--- config.mk ---
export PLATFORM = sky130hd
export DESIGN_NAME = smcp_spi_front
export DESIGN_NICKNAME = d
export VERILOG_FILES = /design/src/core/smcp_spi_front.v
export VERILOG_INCLUDE_DIRS = /design/src /design/src/core
export SDC_FILE = /design/constraint.sdc
export NUM_CORES = 1
export LEC_CHECK = 0
export ABC_CLOCK_PERIOD_IN_PS = 12700
export BUFFER_PORTS_ARGS = -buffer_cell sky130_fd_sc_hd__buf_2
export CAP_MARGIN = 20
export CELL_PAD_IN_SITES_DETAIL_PLACEMENT = 0
export CELL_PAD_IN_SITES_GLOBAL_PLACEMENT = 1
export CORE_ASPECT_RATIO = 1.1
export CORE_MARGIN = 10
export CORE_UTILIZATION = 51
export DETAILED_ROUTE_END_ITERATION = 8
export PLACE_DENSITY_LB_ADDON = 0.1
export RECOVER_POWER = 50
export SYNTH_ARGS = -nofsm -noshare
export SYNTH_HDL_FRONTEND = slang
export SYNTH_SLANG_ARGS = --single-unit
export TNS_END_PERCENT = 10
--- constraint.sdc ---
create_clock -name i_clk_sys -period 12.7 [get_ports i_clk_sys]
set_clock_uncertainty 0.1 [all_clocks]
set_input_delay 2.54 -clock i_clk_sys [delete_from_list [all_inputs] [get_ports i_clk_sys]]
set_output_delay 2.54 -clock i_clk_sys [all_outputs]
set_load 0.01 [all_outputs]
--- src/core/smcp_map.vh ---
// constants for the serial memory command front end
`ifndef SMCP_MAP_VH
`define SMCP_MAP_VH
`define SMCP_CMD_STATUS_READ 8'h05
`define SMCP_CMD_LATCH_SET 8'h06
`define SMCP_CMD_LATCH_CLEAR 8'h04
`define SMCP_CMD_STATUS_WRITE 8'h01
`define SMCP_CMD_READ 8'h03
`define SMCP_CMD_FAST_READ 8'h0B
`define SMCP_CMD_WRITE 8'h02
`define SMCP_CMD_SLEEP 8'hB9
`define SMCP_CMD_WAKE 8'hAB
`define SMCP_CMD_TAMPER 8'h17
`define SMCP_CMD_IDENTIFY 8'h4B
`define SMCP_XIP_SET 8'hEF
`define SMCP_XIP_CLEAR 8'hFF
`define SMCP_SR_LOCK 7
`define SMCP_SR_QUAD 6
`define SMCP_SR_RSV2 5
`define SMCP_SR_RSV1 4
`define SMCP_SR_BP_HI 3
`define SMCP_SR_BP_LO 2
`define SMCP_SR_WEL 1
`define SMCP_SR_RSV0 0
`define SMCP_SR_RESET 8'h00
`define SMCP_ADDR_W 17
`define SMCP_ID_BYTES 3'h4
`define SMCP_TAMPER_BAD 8'hFF
`define SMCP_TAMPER_OK 8'h00
`define SMCP_IDX_ADDR_END 3'h3
`define SMCP_IDX_MODE 3'h4
`define SMCP_IDX_MAX 3'h7
`endif

--- src/core/smcp_spi_front.v ---
// serial command front end with status register and write protection
`timescale 1ns/1ps
// Functional notes
// - write latch clear: no memory or status write takes effect
// - write latch set: memory writes only to blocks left unprotected
// - lock clear and latch set: block-protect bits may change
// - lock set: lock and protect bits change only with wp pin high
// - wp low with lock set freezes protect bits until wp high
// - wp high: protection from protect bits alone, status write allowed
// - protect 00 none, 01 upper quarter, 10 upper half, 11 all
// - clock level at select fall picks mode 0 (low) or 3 (high)
// - input sampled on rising clock, output changed on falling clock
// - one command per select-low period; host must raise select between
// - command byte first unless xip held, then 24-bit address, then data there
// - fast read takes mode byte after address setting or clearing xip
// - starts in single-line mode, quad mode flag reads zero
// - status read 05h shifts status after command, any time while awake and xip clear
// - 06h sets write latch, bit 1, needed before writes
// - 04h clears write latch
// - 01h writes status from following byte when protection allows
// - 03h streams read bytes from address while select low
// - 02h stores bytes from address while select low
// - 17h returns four tamper bytes
// - 4Bh returns the identification code
// - status layout: lock 7, quad 6, protect 3:2, latch 1
// - write latch zero after reset and after 04h
// - status write leaves quad flag and write latch untouched
// - asleep, only wake command is obeyed
`include "smcp_map.vh"
module smcp_spi_front #(
    parameter [31:0] DEVICE_ID = 32'h5A5A0001  // arbitrary value
)(
    input wire i_clk_sys,
    input wire i_rst,
    input wire i_sck,
    input wire i_cs_n,
    input wire i_si,
    input wire i_wp_n,
    input wire i_tamper_flag,
    input wire i_wr_ready,
    input wire i_rd_valid,
    input wire [7:0] i_rd_data,
    output reg o_so,
    output reg o_so_oe,
    output reg [7:0] o_status,
    output reg o_hw_protect,
    output reg o_sleep,
    output reg o_xip,
    output reg o_mode3,
    output reg o_wr_valid,
    output reg [16:0] o_wr_addr,
    output reg [7:0] o_wr_data,
    output reg o_wr_buf_ready,
    output reg o_rd_req,
    output reg [16:0] o_rd_addr
);
    // two-flop synchronisers; only stage two is read
    reg [3:0] sync1_r, sync2_r;
    reg sck_prev_r, cs_prev_r;
    wire sck_s = sync2_r[0];
    wire cs_n_s = sync2_r[1];
    wire si_s = sync2_r[2];
    wire wp_n_s = sync2_r[3];
    wire sck_rise = ~cs_n_s & sck_s & ~sck_prev_r;
    wire sck_fall = ~cs_n_s & ~sck_s & sck_prev_r;
    wire cs_fall = cs_prev_r & ~cs_n_s;
    reg [2:0] bit_cnt_r, idx_r, rsv_r;
    reg [6:0] rx_r;
    reg [7:0] cmd_r, tx_r, rd_byte_r;
    reg [`SMCP_ADDR_W-1:0] addr_r;
    reg lock_r, bp_hi_r, bp_lo_r, wel_r, sleep_r, xip_r;
    // write buffer, slot 0 is the head
    reg v0_r, v1_r;
    reg [24:0] d0_r, d1_r;
    wire [7:0] rx_byte = {rx_r, si_s};
    wire byte_done = sck_rise & (bit_cnt_r == 3'h7);
    wire [7:0] status_now = {lock_r, 1'b0, rsv_r[2:1], bp_hi_r, bp_lo_r,
                             wel_r, rsv_r[0]};
    wire [`SMCP_ADDR_W-1:0] addr_inc = addr_r + 1'b1;
    wire hw_prot = lock_r & ~wp_n_s;
    // status writable only with latch set and either lock clear or wp high
    wire sr_ok = wel_r & (~lock_r | wp_n_s);
    wire [1:0] top2 = addr_r[`SMCP_ADDR_W-1:`SMCP_ADDR_W-2];
    reg blk_prot;
    always @*
    begin
        case ({bp_hi_r, bp_lo_r})
            2'b00: blk_prot = 1'b0;
            2'b01: blk_prot = (top2 == 2'b11);
            2'b10: blk_prot = top2[1];
            default: blk_prot = 1'b1;
        endcase
    end
    wire mem_ok = wel_r & ~blk_prot;
    wire is_read = (cmd_r == `SMCP_CMD_READ) |
                   (cmd_r == `SMCP_CMD_FAST_READ);
    // index of the first data byte for this command
    wire [2:0] data_idx = (cmd_r == `SMCP_CMD_FAST_READ) ?
                          3'h5 : 3'h4;
    // push into the buffer; a word offered while full is lost
    wire push = byte_done & ~sleep_r & (cmd_r == `SMCP_CMD_WRITE) &
                (idx_r >= 3'h4) & mem_ok & o_wr_buf_ready;
    wire read_next = byte_done & ~sleep_r & is_read &
                     (idx_r >= data_idx - 3'h1);
    wire [`SMCP_ADDR_W-1:0] rd_base = (idx_r == `SMCP_IDX_ADDR_END) ?
        {addr_r[`SMCP_ADDR_W-9:0], rx_byte} : addr_r;
    always @(posedge i_clk_sys or posedge i_rst)
    begin
        if (i_rst)
        begin
            sync1_r <= 4'hB;
            sync2_r <= 4'hB;
            sck_prev_r <= 1'b0;
            cs_prev_r <= 1'b1;
        end
        else
        begin
            sync1_r <= {i_wp_n, i_si, i_cs_n, i_sck};
            sync2_r <= sync1_r;
            sck_prev_r <= sck_s;
            cs_prev_r <= cs_n_s;
        end
    end
    // framing, command decode and status register
    always @(posedge i_clk_sys or posedge i_rst)
    begin
        if (i_rst)
        begin
            bit_cnt_r <= 3'h0;
            idx_r <= 3'h0;
            rx_r <= 7'h00;
            cmd_r <= 8'h00;
            addr_r <= {`SMCP_ADDR_W{1'b0}};
            {lock_r, bp_hi_r, bp_lo_r} <= 3'h0;
            wel_r <= 1'b0;
            rsv_r <= 3'h0;
            sleep_r <= 1'b0;
            xip_r <= 1'b0;
            o_mode3 <= 1'b0;
            o_rd_req <= 1'b0;
            o_rd_addr <= {`SMCP_ADDR_W{1'b0}};
        end
        else
        begin
            o_rd_req <= 1'b0;
            if (cs_fall)
            begin
                // each select-low period starts a fresh command
                bit_cnt_r <= 3'h0;
                o_mode3 <= sck_s;
                // with xip held, the frame opens straight at the address
                idx_r <= xip_r ? 3'h1 : 3'h0;
                cmd_r <= xip_r ? `SMCP_CMD_FAST_READ : 8'h00;
            end
            else if (sck_rise)
            begin
                bit_cnt_r <= bit_cnt_r + 3'h1;
                rx_r <= rx_byte[6:0];
            end
            if (byte_done)
            begin
                if (idx_r != `SMCP_IDX_MAX)
                    idx_r <= idx_r + 3'h1;
                if (idx_r == 3'h0)
                begin
                    cmd_r <= rx_byte;
                    if (sleep_r)
                    begin
                        if (rx_byte == `SMCP_CMD_WAKE)
                            sleep_r <= 1'b0;
                    end
                    else if (rx_byte == `SMCP_CMD_LATCH_SET)
                        wel_r <= 1'b1;
                    else if (rx_byte == `SMCP_CMD_LATCH_CLEAR)
                        wel_r <= 1'b0;
                    else if (rx_byte == `SMCP_CMD_SLEEP)
                        sleep_r <= 1'b1;
                end
                else if (!sleep_r)
                begin
                    if (idx_r <= `SMCP_IDX_ADDR_END)
                        addr_r <= {addr_r[`SMCP_ADDR_W-9:0], rx_byte};
                    else if (cmd_r == `SMCP_CMD_WRITE)
                        addr_r <= addr_inc;
                    if (cmd_r == `SMCP_CMD_STATUS_WRITE && idx_r == 3'h1 &&
                        sr_ok)
                    begin
                        // quad flag and write latch are left alone
                        lock_r <= rx_byte[`SMCP_SR_LOCK];
                        bp_hi_r <= rx_byte[`SMCP_SR_BP_HI];
                        bp_lo_r <= rx_byte[`SMCP_SR_BP_LO];
                        rsv_r <= {rx_byte[`SMCP_SR_RSV2],
                                  rx_byte[`SMCP_SR_RSV1],
                                  rx_byte[`SMCP_SR_RSV0]};
                    end
                    if (cmd_r == `SMCP_CMD_FAST_READ &&
                        idx_r == `SMCP_IDX_MODE)
                    begin
                        if (rx_byte == `SMCP_XIP_SET)
                            xip_r <= 1'b1;
                        else if (rx_byte == `SMCP_XIP_CLEAR)
                            xip_r <= 1'b0;
                    end
                end
            end
            if (read_next)
            begin
                // fetch ahead so the byte is ready at the next falling edge
                o_rd_req <= 1'b1;
                o_rd_addr <= rd_base;
                addr_r <= rd_base + 1'b1;
            end
        end
    end
    // output byte selection
    reg [7:0] tx_next;
    always @*
    begin
        tx_next = 8'h00;
        if (sleep_r)
            tx_next = 8'h00;
        else if (cmd_r == `SMCP_CMD_STATUS_READ)
            tx_next = status_now;
        else if (cmd_r == `SMCP_CMD_TAMPER && idx_r <= `SMCP_ID_BYTES)
            tx_next = i_tamper_flag ? `SMCP_TAMPER_BAD :
                      `SMCP_TAMPER_OK;
        else if (cmd_r == `SMCP_CMD_IDENTIFY && idx_r <= `SMCP_ID_BYTES)
        begin
            case (idx_r)
                3'h1: tx_next = DEVICE_ID[31:24];
                3'h2: tx_next = DEVICE_ID[23:16];
                3'h3: tx_next = DEVICE_ID[15:8];
                default: tx_next = DEVICE_ID[7:0];
            endcase
        end
        else if (is_read && idx_r >= data_idx)
            tx_next = rd_byte_r;
    end
    wire tx_active = ~sleep_r & ((cmd_r == `SMCP_CMD_STATUS_READ) |
        (cmd_r == `SMCP_CMD_TAMPER) | (cmd_r == `SMCP_CMD_IDENTIFY) |
        (is_read & (idx_r >= data_idx)));

    always @(posedge i_clk_sys or posedge i_rst)
    begin
        if (i_rst)
        begin
            tx_r <= 8'h00;
            rd_byte_r <= 8'h00;
            o_so <= 1'b0;
            o_so_oe <= 1'b0;
        end
        else
        begin
            if (i_rd_valid)
                rd_byte_r <= i_rd_data;
            if (cs_n_s)
                o_so_oe <= 1'b0;
            else if (sck_fall && idx_r != 3'h0)
            begin
                if (bit_cnt_r == 3'h0)
                begin
                    o_so <= tx_next[7];
                    tx_r <= {tx_next[6:0], 1'b0};
                    o_so_oe <= tx_active;
                end
                else
                begin
                    o_so <= tx_r[7];
                    tx_r <= {tx_r[6:0], 1'b0};
                end
            end
        end
    end
    // two-entry write buffer between the serial side and the array
    reg v0_nxt, v1_nxt;
    reg [24:0] d0_nxt, d1_nxt;
    always @*
    begin
        o_wr_valid = v0_r;
        o_wr_addr = d0_r[24:8];
        o_wr_data = d0_r[7:0];
        v0_nxt = v0_r;
        v1_nxt = v1_r;
        d0_nxt = d0_r;
        d1_nxt = d1_r;
        if (v0_r && i_wr_ready)
        begin
            v0_nxt = v1_r;
            d0_nxt = d1_r;
            v1_nxt = 1'b0;
        end
        if (push)
        begin
            if (!v0_nxt)
            begin
                v0_nxt = 1'b1;
                d0_nxt = {addr_r, rx_byte};
            end
            else
            begin
                v1_nxt = 1'b1;
                d1_nxt = {addr_r, rx_byte};
            end
        end
    end
    always @(posedge i_clk_sys or posedge i_rst)
    begin
        if (i_rst)
        begin
            v0_r <= 1'b0;
            v1_r <= 1'b0;
            d0_r <= 25'h0000000;
            d1_r <= 25'h0000000;
            o_wr_buf_ready <= 1'b1;
            o_status <= `SMCP_SR_RESET;
            o_hw_protect <= 1'b0;
            o_sleep <= 1'b0;
            o_xip <= 1'b0;
        end
        else
        begin
            v0_r <= v0_nxt;
            v1_r <= v1_nxt;
            d0_r <= d0_nxt;
            d1_r <= d1_nxt;
            o_wr_buf_ready <= ~v1_nxt;
            o_status <= status_now;
            o_hw_protect <= hw_prot;
            o_sleep <= sleep_r;
            o_xip <= xip_r;
        end
    end
endmodule

==> run metrics, run 1 <==
CTS hold repair buffers 0; die width 138.6 um; Die Y 150.4 um; IO Port Bufs 74; final setup TNS 0 ps; register area share after synthesis 49.62%; Critical Setup Path Class flop to flop; post-synth cell types 72; reg2reg setup slack 6760 ps; GPL Wtd Cong 0.8607; failing checks capacitance limit, slew limit; Post-Syn Area 7888 um2; Synth area leaders dfrtp_1, mux2_2, mux2i_1, a21oi_1, nand2_1; Placed Area 8312 um2; Mapped Cells 760; core area 15,110 um2; Min-Delay Path Class flop to flop; Inst Count DP 981; Starting Density 52.19%; drt first pass iters 7; Primary FF master, synth dfrtp_1; Skew-Pair Late Insertion Delay 420 ps; post_cts resized 0; num ports 76; Post-Place Worst Slack 8446 ps; Pleak 4.278 nW; crit path time final 5940 ps; post-route setup slack 6760 ps; post-synth top area share 46.95%; maximum number of pins on one net before global-route repair 93; Setup crit start cmd_r[7]$_DFF_PP0_; # fillers 1,276; first-pass GRT wire length 32,590 um; Routed wire per std cell 20.20 um; Detailed Route WL 20,440 um; path depth of the worst reg2reg path 12; Final Hold Vio Count 0; # setup viols final 0; Avg Cell Area, Syn 10.38 um2; asr flop ratio synth 100.0%; flops & latches, synth 156; synthesis-to-finish area growth 12.75%; vias in the first global route 6,027; endpoint type of the worst setup path flop; CTS tree done; Hold Crit Endpoint sync2_r[2]$_DFF_PP0_; Post-synth EDFFs 0; DRT iter0 DRCs 732; CTS Root Cell clkbuf_16; layout net count 837; Slew HR -164.6%; min-delay src sync1_r[2]$_DFF_PP0_; post-CTS setup buffer count 0; cts bufs inserted 17; Slew Limit Fails 174; FF-to-FF End addr_r[9]$_DFFE_PP0P_; grt ovf 0; R2R Path Start cmd_r[7]$_DFF_PP0_; status finished with violations; syn nets 793; aggregate global-route resource usage 19.22%; area leader, netlist dfrtp_1; num rows 47; Max IR drop VDD 0.00008392 V; Die Area 20,850 um2; vias per std cell 6.025; most frequent cells in the layout dfrtp_1, nand2_1, buf_2, a21oi_1, mux2_2; H-tree Lvls 4; Final Cycle Share 46.77%; Detail Placement HPWL 13,810 um; antenna violations before repair 0; FF/Latch Area 3914 um2; PD cells 126.0 nW/um2; Req. time, crit path 12,870 ps; maximum clock path buffer count 2; design area 8894 um2; CP Launch Type flop; Layout Cells excl Fill 1,012; area of the multi-input gates 3631 um2; Core Util, Final 58.85%; max cap viols 3; # DRC 0; DR vias 6,097; Fmax 168.4 MHz; hold path depth 0; ANT cells 0; share of layout cells above drive strength 1 21.20%; Yosys warnings 0; Worst-Margin Slew 3947 ps; DRT antenna net count 0; RSZ-0062 raised after global routing no; CP arrival 6110 ps; Clock transition at path regs 70 ps; most common cell after layout, fill and taps aside dfrtp_1; critical path peak fanout 52; clock sink total 156
[cells in the mapped netlist, types with 5 or more instances]
library cell / instances
buf_2: 19
nand4_1: 14
nor3_1: 8
dfstp_2: 8
nand3_1: 22
nor4_1: 5
mux2i_1: 41
nand2b_1: 10
o221ai_1: 8
nand3b_1: 5
nand2_1: 73
xnor2_1: 7
a21o_1: 5
inv_1: 14
nor2_1: 48
a211oi_1: 6
a21oi_1: 55
o211ai_1: 5
xor2_1: 8
a31oi_1: 5
mux2_2: 52
o21ai_0: 48
ha_1: 16
dfrtp_1: 148
o22ai_1: 10
clkbuf_1: 31
[sequential cells by signal (all words and copies together), names as in the netlist, 3 cells and up]
register	count
o_rd_addr	17
cmd_r	8
rsv_r	3
tx_r	7
d0_r	25
sync2_r	4
rd_byte_r	8
rx_r	7
sync1_r	4
o_status	7
addr_r	17
d1_r	25
bit_cnt_r	3
idx_r	3
[cell families after synthesis]
kind of cell / after synthesis / synth area share (%)
buffers and inverters: 72 / 4.061
flip-flops: 156 / 49.62
AND/OR/NAND/NOR: 221 / 14.48
other: 1 / 0.04754
multiplexers: 93 / 12.63
AO/OA/AOI/OAI: 186 / 14.96
XOR/XNOR: 15 / 1.666
adder cells (fa/ha/maj): 16 / 2.538
[layout make-up]
cell class	instances	area share (%)
multi-input combinational	532	40.83
clock inverter	12	2.082
timing repair buffer	82	4.699
clock buffer	19	4.980
tap	196	2.757
sequential	156	44.01
inverter	15	0.6472
[worst max-delay path, cell delays in order, from the launching register on]
cell and delay (ps):
dfrtp_1 430, nand4bb_1 320, nor4_1 520, nand2_1 260
inv_1 180, ha_1 250, o21ai_0 160, o21bai_1 110
nand3_2 80, clkbuf_1 1500, clkinv_1 1250, a221oi_1 500
a21oi_1 90
[through the flow]
stage	hold WS (ps)	power, W
2_1_floorplan	231.2	0.0005679
3_3_place_gp	236.0	0.0005870
3_5_place_dp	236.4	0.0005895
4_1_cts	251.6	0.001131
5_1_grt	269.0	0.001158
6_report	248.1	0.001121
[routing by layer]
layer  vias to the layer above  track usage (%)  share of wire (%)
li1                       2850                -                  -
met1                      3002            22.97                 42
met2                       219            33.66                 51
met3                        26            4.474                5.2
met4                         0            6.065                1.6
met5                         -                0                  0
[worst max path at each step]
stage | end | cells after the start
after floorplan | addr_r[0]$_DFFE_PP0P_ | 1
after global routing | addr_r[9]$_DFFE_PP0P_ | 12
after detailed placement | d0_r[4]$_DFF_PP0_ | 3
after global placement | d0_r[4]$_DFF_PP0_ | 3
final | addr_r[9]$_DFFE_PP0P_ | 12
after CTS | addr_r[9]$_DFFE_PP0P_ | 12
[where the power goes]
part / leakage [nW] / internal (W) / switching (W) / total [W]
Combinational: 1.91 / 0.0000174 / 0.0000207 / 0.0000382
Clock: 0.298 / 0.000335 / 0.000206 / 0.000541
Sequential: 2.08 / 0.000509 / 0.0000326 / 0.000541
Total: 4.28 / 0.000861 / 0.000259 / 0.00112
Note: power is estimated with default switching activity, not from simulation.
==> run 2, diff against run 1 <==
Settings changed: ABC_AREA from default to 1, ABC_CLOCK_PERIOD_IN_PS 12700 to 6000, CORE_UTILIZATION 51 to 45.
Clock period 12.7 ns to 6 ns, I/O delays scaled along.
==> run 2 against run 1 <==
The run now ends clean. Routed wire length increased by 9.2%. Critical path depth is 3 higher. Synthesized cell count rose by 32%. Non-clock buffer count decreased by 4. Total power is 100% higher. Combinational power grew to 2.9 times the previous value. Core utilization fell by 7.1 points. Clock power rose by 90%. Flip-flop and latch count is the same. Die area rose by 14%.
==> run metrics, run 2 <==
status complete, no violations (was finished with violations); design area 9146 um2 (was 8894 um2); Slew Limit Fails 0 (was 174); num rows 51 (was 47); critical path peak fanout 53 (was 52); vias in the first global route 6,655 (was 6,027); PD cells 244.9 nW/um2 (was 126.0 nW/um2); drt first pass iters 6 (was 7); syn nets 1,036 (was 793); Pleak 4.404 nW (was 4.278 nW); GPL Wtd Cong 0.8662 (was 0.8607); aggregate global-route resource usage 19.03% (was 19.22%); Primary FF master, synth dfrtp_1 (unchanged); synthesis-to-finish area growth 12.90% (was 12.75%); Routed wire per std cell 16.94 um (was 20.20 um); post-synth top area share 45.71% (was 46.95%); Mapped Cells 1,003 (was 760); IO Port Bufs 74 (unchanged); ANT cells 0 (unchanged); Fmax 271.1 MHz (was 168.4 MHz); die width 147.9 um (was 138.6 um); final setup TNS 0 ps (unchanged); post-CTS setup buffer count 0 (unchanged); register area share after synthesis 48.31% (was 49.62%); first-pass GRT wire length 36,460 um (was 32,590 um); largest registers d0_r: 25 flops, d1_r: 25 flops (unchanged); maximum number of pins on one net before global-route repair 107 (was 93); Die Y 160.7 um (was 150.4 um); Inst Count DP 1,286 (was 981); CTS hold repair buffers 0 (unchanged); clock sink total 156 (unchanged); Die Area 23,780 um2 (was 20,850 um2); asr flop ratio synth 100.0% (unchanged); Detail Placement HPWL 15,800 um (was 13,810 um); Detailed Route WL 22,330 um (was 20,440 um); Min-Delay Path Class flop to flop (unchanged); DR vias 6,886 (was 6,097); layout net count 1,100 (was 837); grt ovf 0 (unchanged); Yosys warnings 0 (unchanged); post-synth cell types 41 (was 72); Req. time, crit path 6270 ps (was 12,870 ps); # DRC 0 (unchanged); Post-synth EDFFs 0 (unchanged); Final Hold Vio Count 0 (unchanged); synth cell count leaders nand2_1, dfrtp_1, o21ai_0, inv_1, nor2_1 (was dfrtp_1, nand2_1, a21oi_1, mux2_2); num ports 76 (unchanged); Top Layer Used met4 (unchanged); antenna violations before repair 0 (unchanged); CTS tree done (unchanged); Placed Area 8636 um2 (was 8312 um2); DRT iter0 DRCs 616 (was 732); core area 17,680 um2 (was 15,110 um2); Clock transition at path regs 70 ps (about the same); Max IR drop VDD 0.0001888 V (was 0.00008392 V); Synth area leaders dfrtp_1, nand2_1, o21ai_0, mux2_2, inv_1 (was dfrtp_1, mux2_2, mux2i_1, a21oi_1, nand2_1); endpoint type of the worst setup path flop (unchanged); routed length on met2 9678 um (was 10,470 um); max cap viols 0 (was 3); Core Util, Final 51.74% (was 58.85%); RSZ-0062 raised after global routing no (unchanged); Starting Density 45.83% (was 52.19%); flops & latches, synth 156 (unchanged); post_cts resized 0 (unchanged); Critical Setup Path Class flop to flop (unchanged); CP arrival 3950 ps (was 6110 ps); Worst-Margin Slew 1140 ps (was 3947 ps); H-tree Lvls 4 (unchanged); # setup viols final 0 (unchanged); maximum clock path buffer count 2 (unchanged); most frequent cells in the layout nand2_1, dfrtp_1, o21ai_0, inv_1, nor2_1 (was dfrtp_1, nand2_1, buf_2, a21oi_1, mux2_2); most common cell in the synthesized netlist nand2_1 (was dfrtp_1); area leader, netlist dfrtp_1 (unchanged); CP Launch Type flop (unchanged); Slew HR 23.84% (was -164.6%); cts bufs inserted 17 (unchanged); met3 routed WL 1056 um (was 1063 um); most common cell after layout, fill and taps aside nand2_1 (was dfrtp_1); CTS Root Cell clkbuf_16 (unchanged); Layout Cells excl Fill 1,318 (was 1,012); share of layout cells above drive strength 1 12.22% (was 21.20%); Skew-Pair Late Insertion Delay 430 ps (was 420 ps); crit path time final 3689 ps (was 5940 ps); Post-Syn Area 8102 um2 (was 7888 um2); DRT antenna net count 0 (unchanged); Final Cycle Share 61.48% (was 46.77%); Avg Cell Area, Syn 8.077 um2 (was 10.38 um2); met1 wire length 11,340 um (was 8576 um); vias per std cell 5.225 (was 6.025)
run 2: per-layer routing:
| metal | up-vias | track usage [%] |
|---|---|---|
| met3 | 18 | 3.569 |
| met5 | - | 0 |
| met2 | 164 | 27.71 |
| met4 | 0 | 5.140 |
| met1 | 3283 | 28.16 |
| li1 | 3421 | - |
run 2: final timing paths:
path / start / endpoint / slack (ps) / cells past startpoint
setup / recovery: cmd_r[6]$_DFF_PP0_ / addr_r[7]$_DFFE_PP0P_ / 2310 / 15
max in group asynchronous: i_rst / v1_r$_DFF_PP0_ / 3660 / 3
min in group asynchronous: i_rst / idx_r[2]$_DFF_PP0_ / 900 / 2
hold reg to reg: sync1_r[2]$_DFF_PP0_ / sync2_r[2]$_DFF_PP0_ / 250 / 0
setup reg to reg: cmd_r[6]$_DFF_PP0_ / addr_r[7]$_DFFE_PP0P_ / 2310 / 15
hold / removal: sync1_r[2]$_DFF_PP0_ / sync2_r[2]$_DFF_PP0_ / 250 / 0
run 2: power by group:
| part | switching [W] | internal (W) |
|---|---|---|
| Sequential | 0.0000252 | 0.00108 |
| Combinational | 0.0000808 | 0.0000315 |
| Clock | 0.000464 | 0.000563 |
run 2: kinds of logic after synthesis:
group | after synthesis | share of synthesized area [%]
flops | 156 | 48.31
fa+ha+maj | 16 | 2.471
mux | 30 | 4.170
xor+xnor | 8 | 0.8649
simple gates | 485 | 25.10
compound gates | 179 | 12.56
buf+inv | 128 | 6.486
other cells | 1 | 0.04629
run 2: cell type report:
type                       count  area (um2)
fill                        1792        8529
timing repair buffer          78       354.1
tap                          238       297.8
inverter                      95       361.6
multi-input combinational    719        3657
sequential                   156        3914
clock inverter                12       105.1
clock buffer                  20       456.7
run 2: metrics by stage:
step                power (W)  setup slack [ps]  hold slack, ps
global placement     0.001234              2448           233.3
CTS                  0.002266              2337           253.8
floorplan            0.001185             506.7           231.2
detailed placement   0.001235              2372           237.3
finish               0.002240              2311           250.9
global route         0.002331              1961           264.6
run 2: critical path: stages (launching register included):
cell and delay, ps:
dfrtp_1 400, nor2_1 150, nand3_1 150, nor2_2 210, inv_1 60, nor2_1 220
inv_1 130, ha_1 320, a21oi_1 130, nand3_1 110, nand3_2 80, buf_4 400
nand2_1 530, inv_1 410, nand2_1 90, nand3_1 90
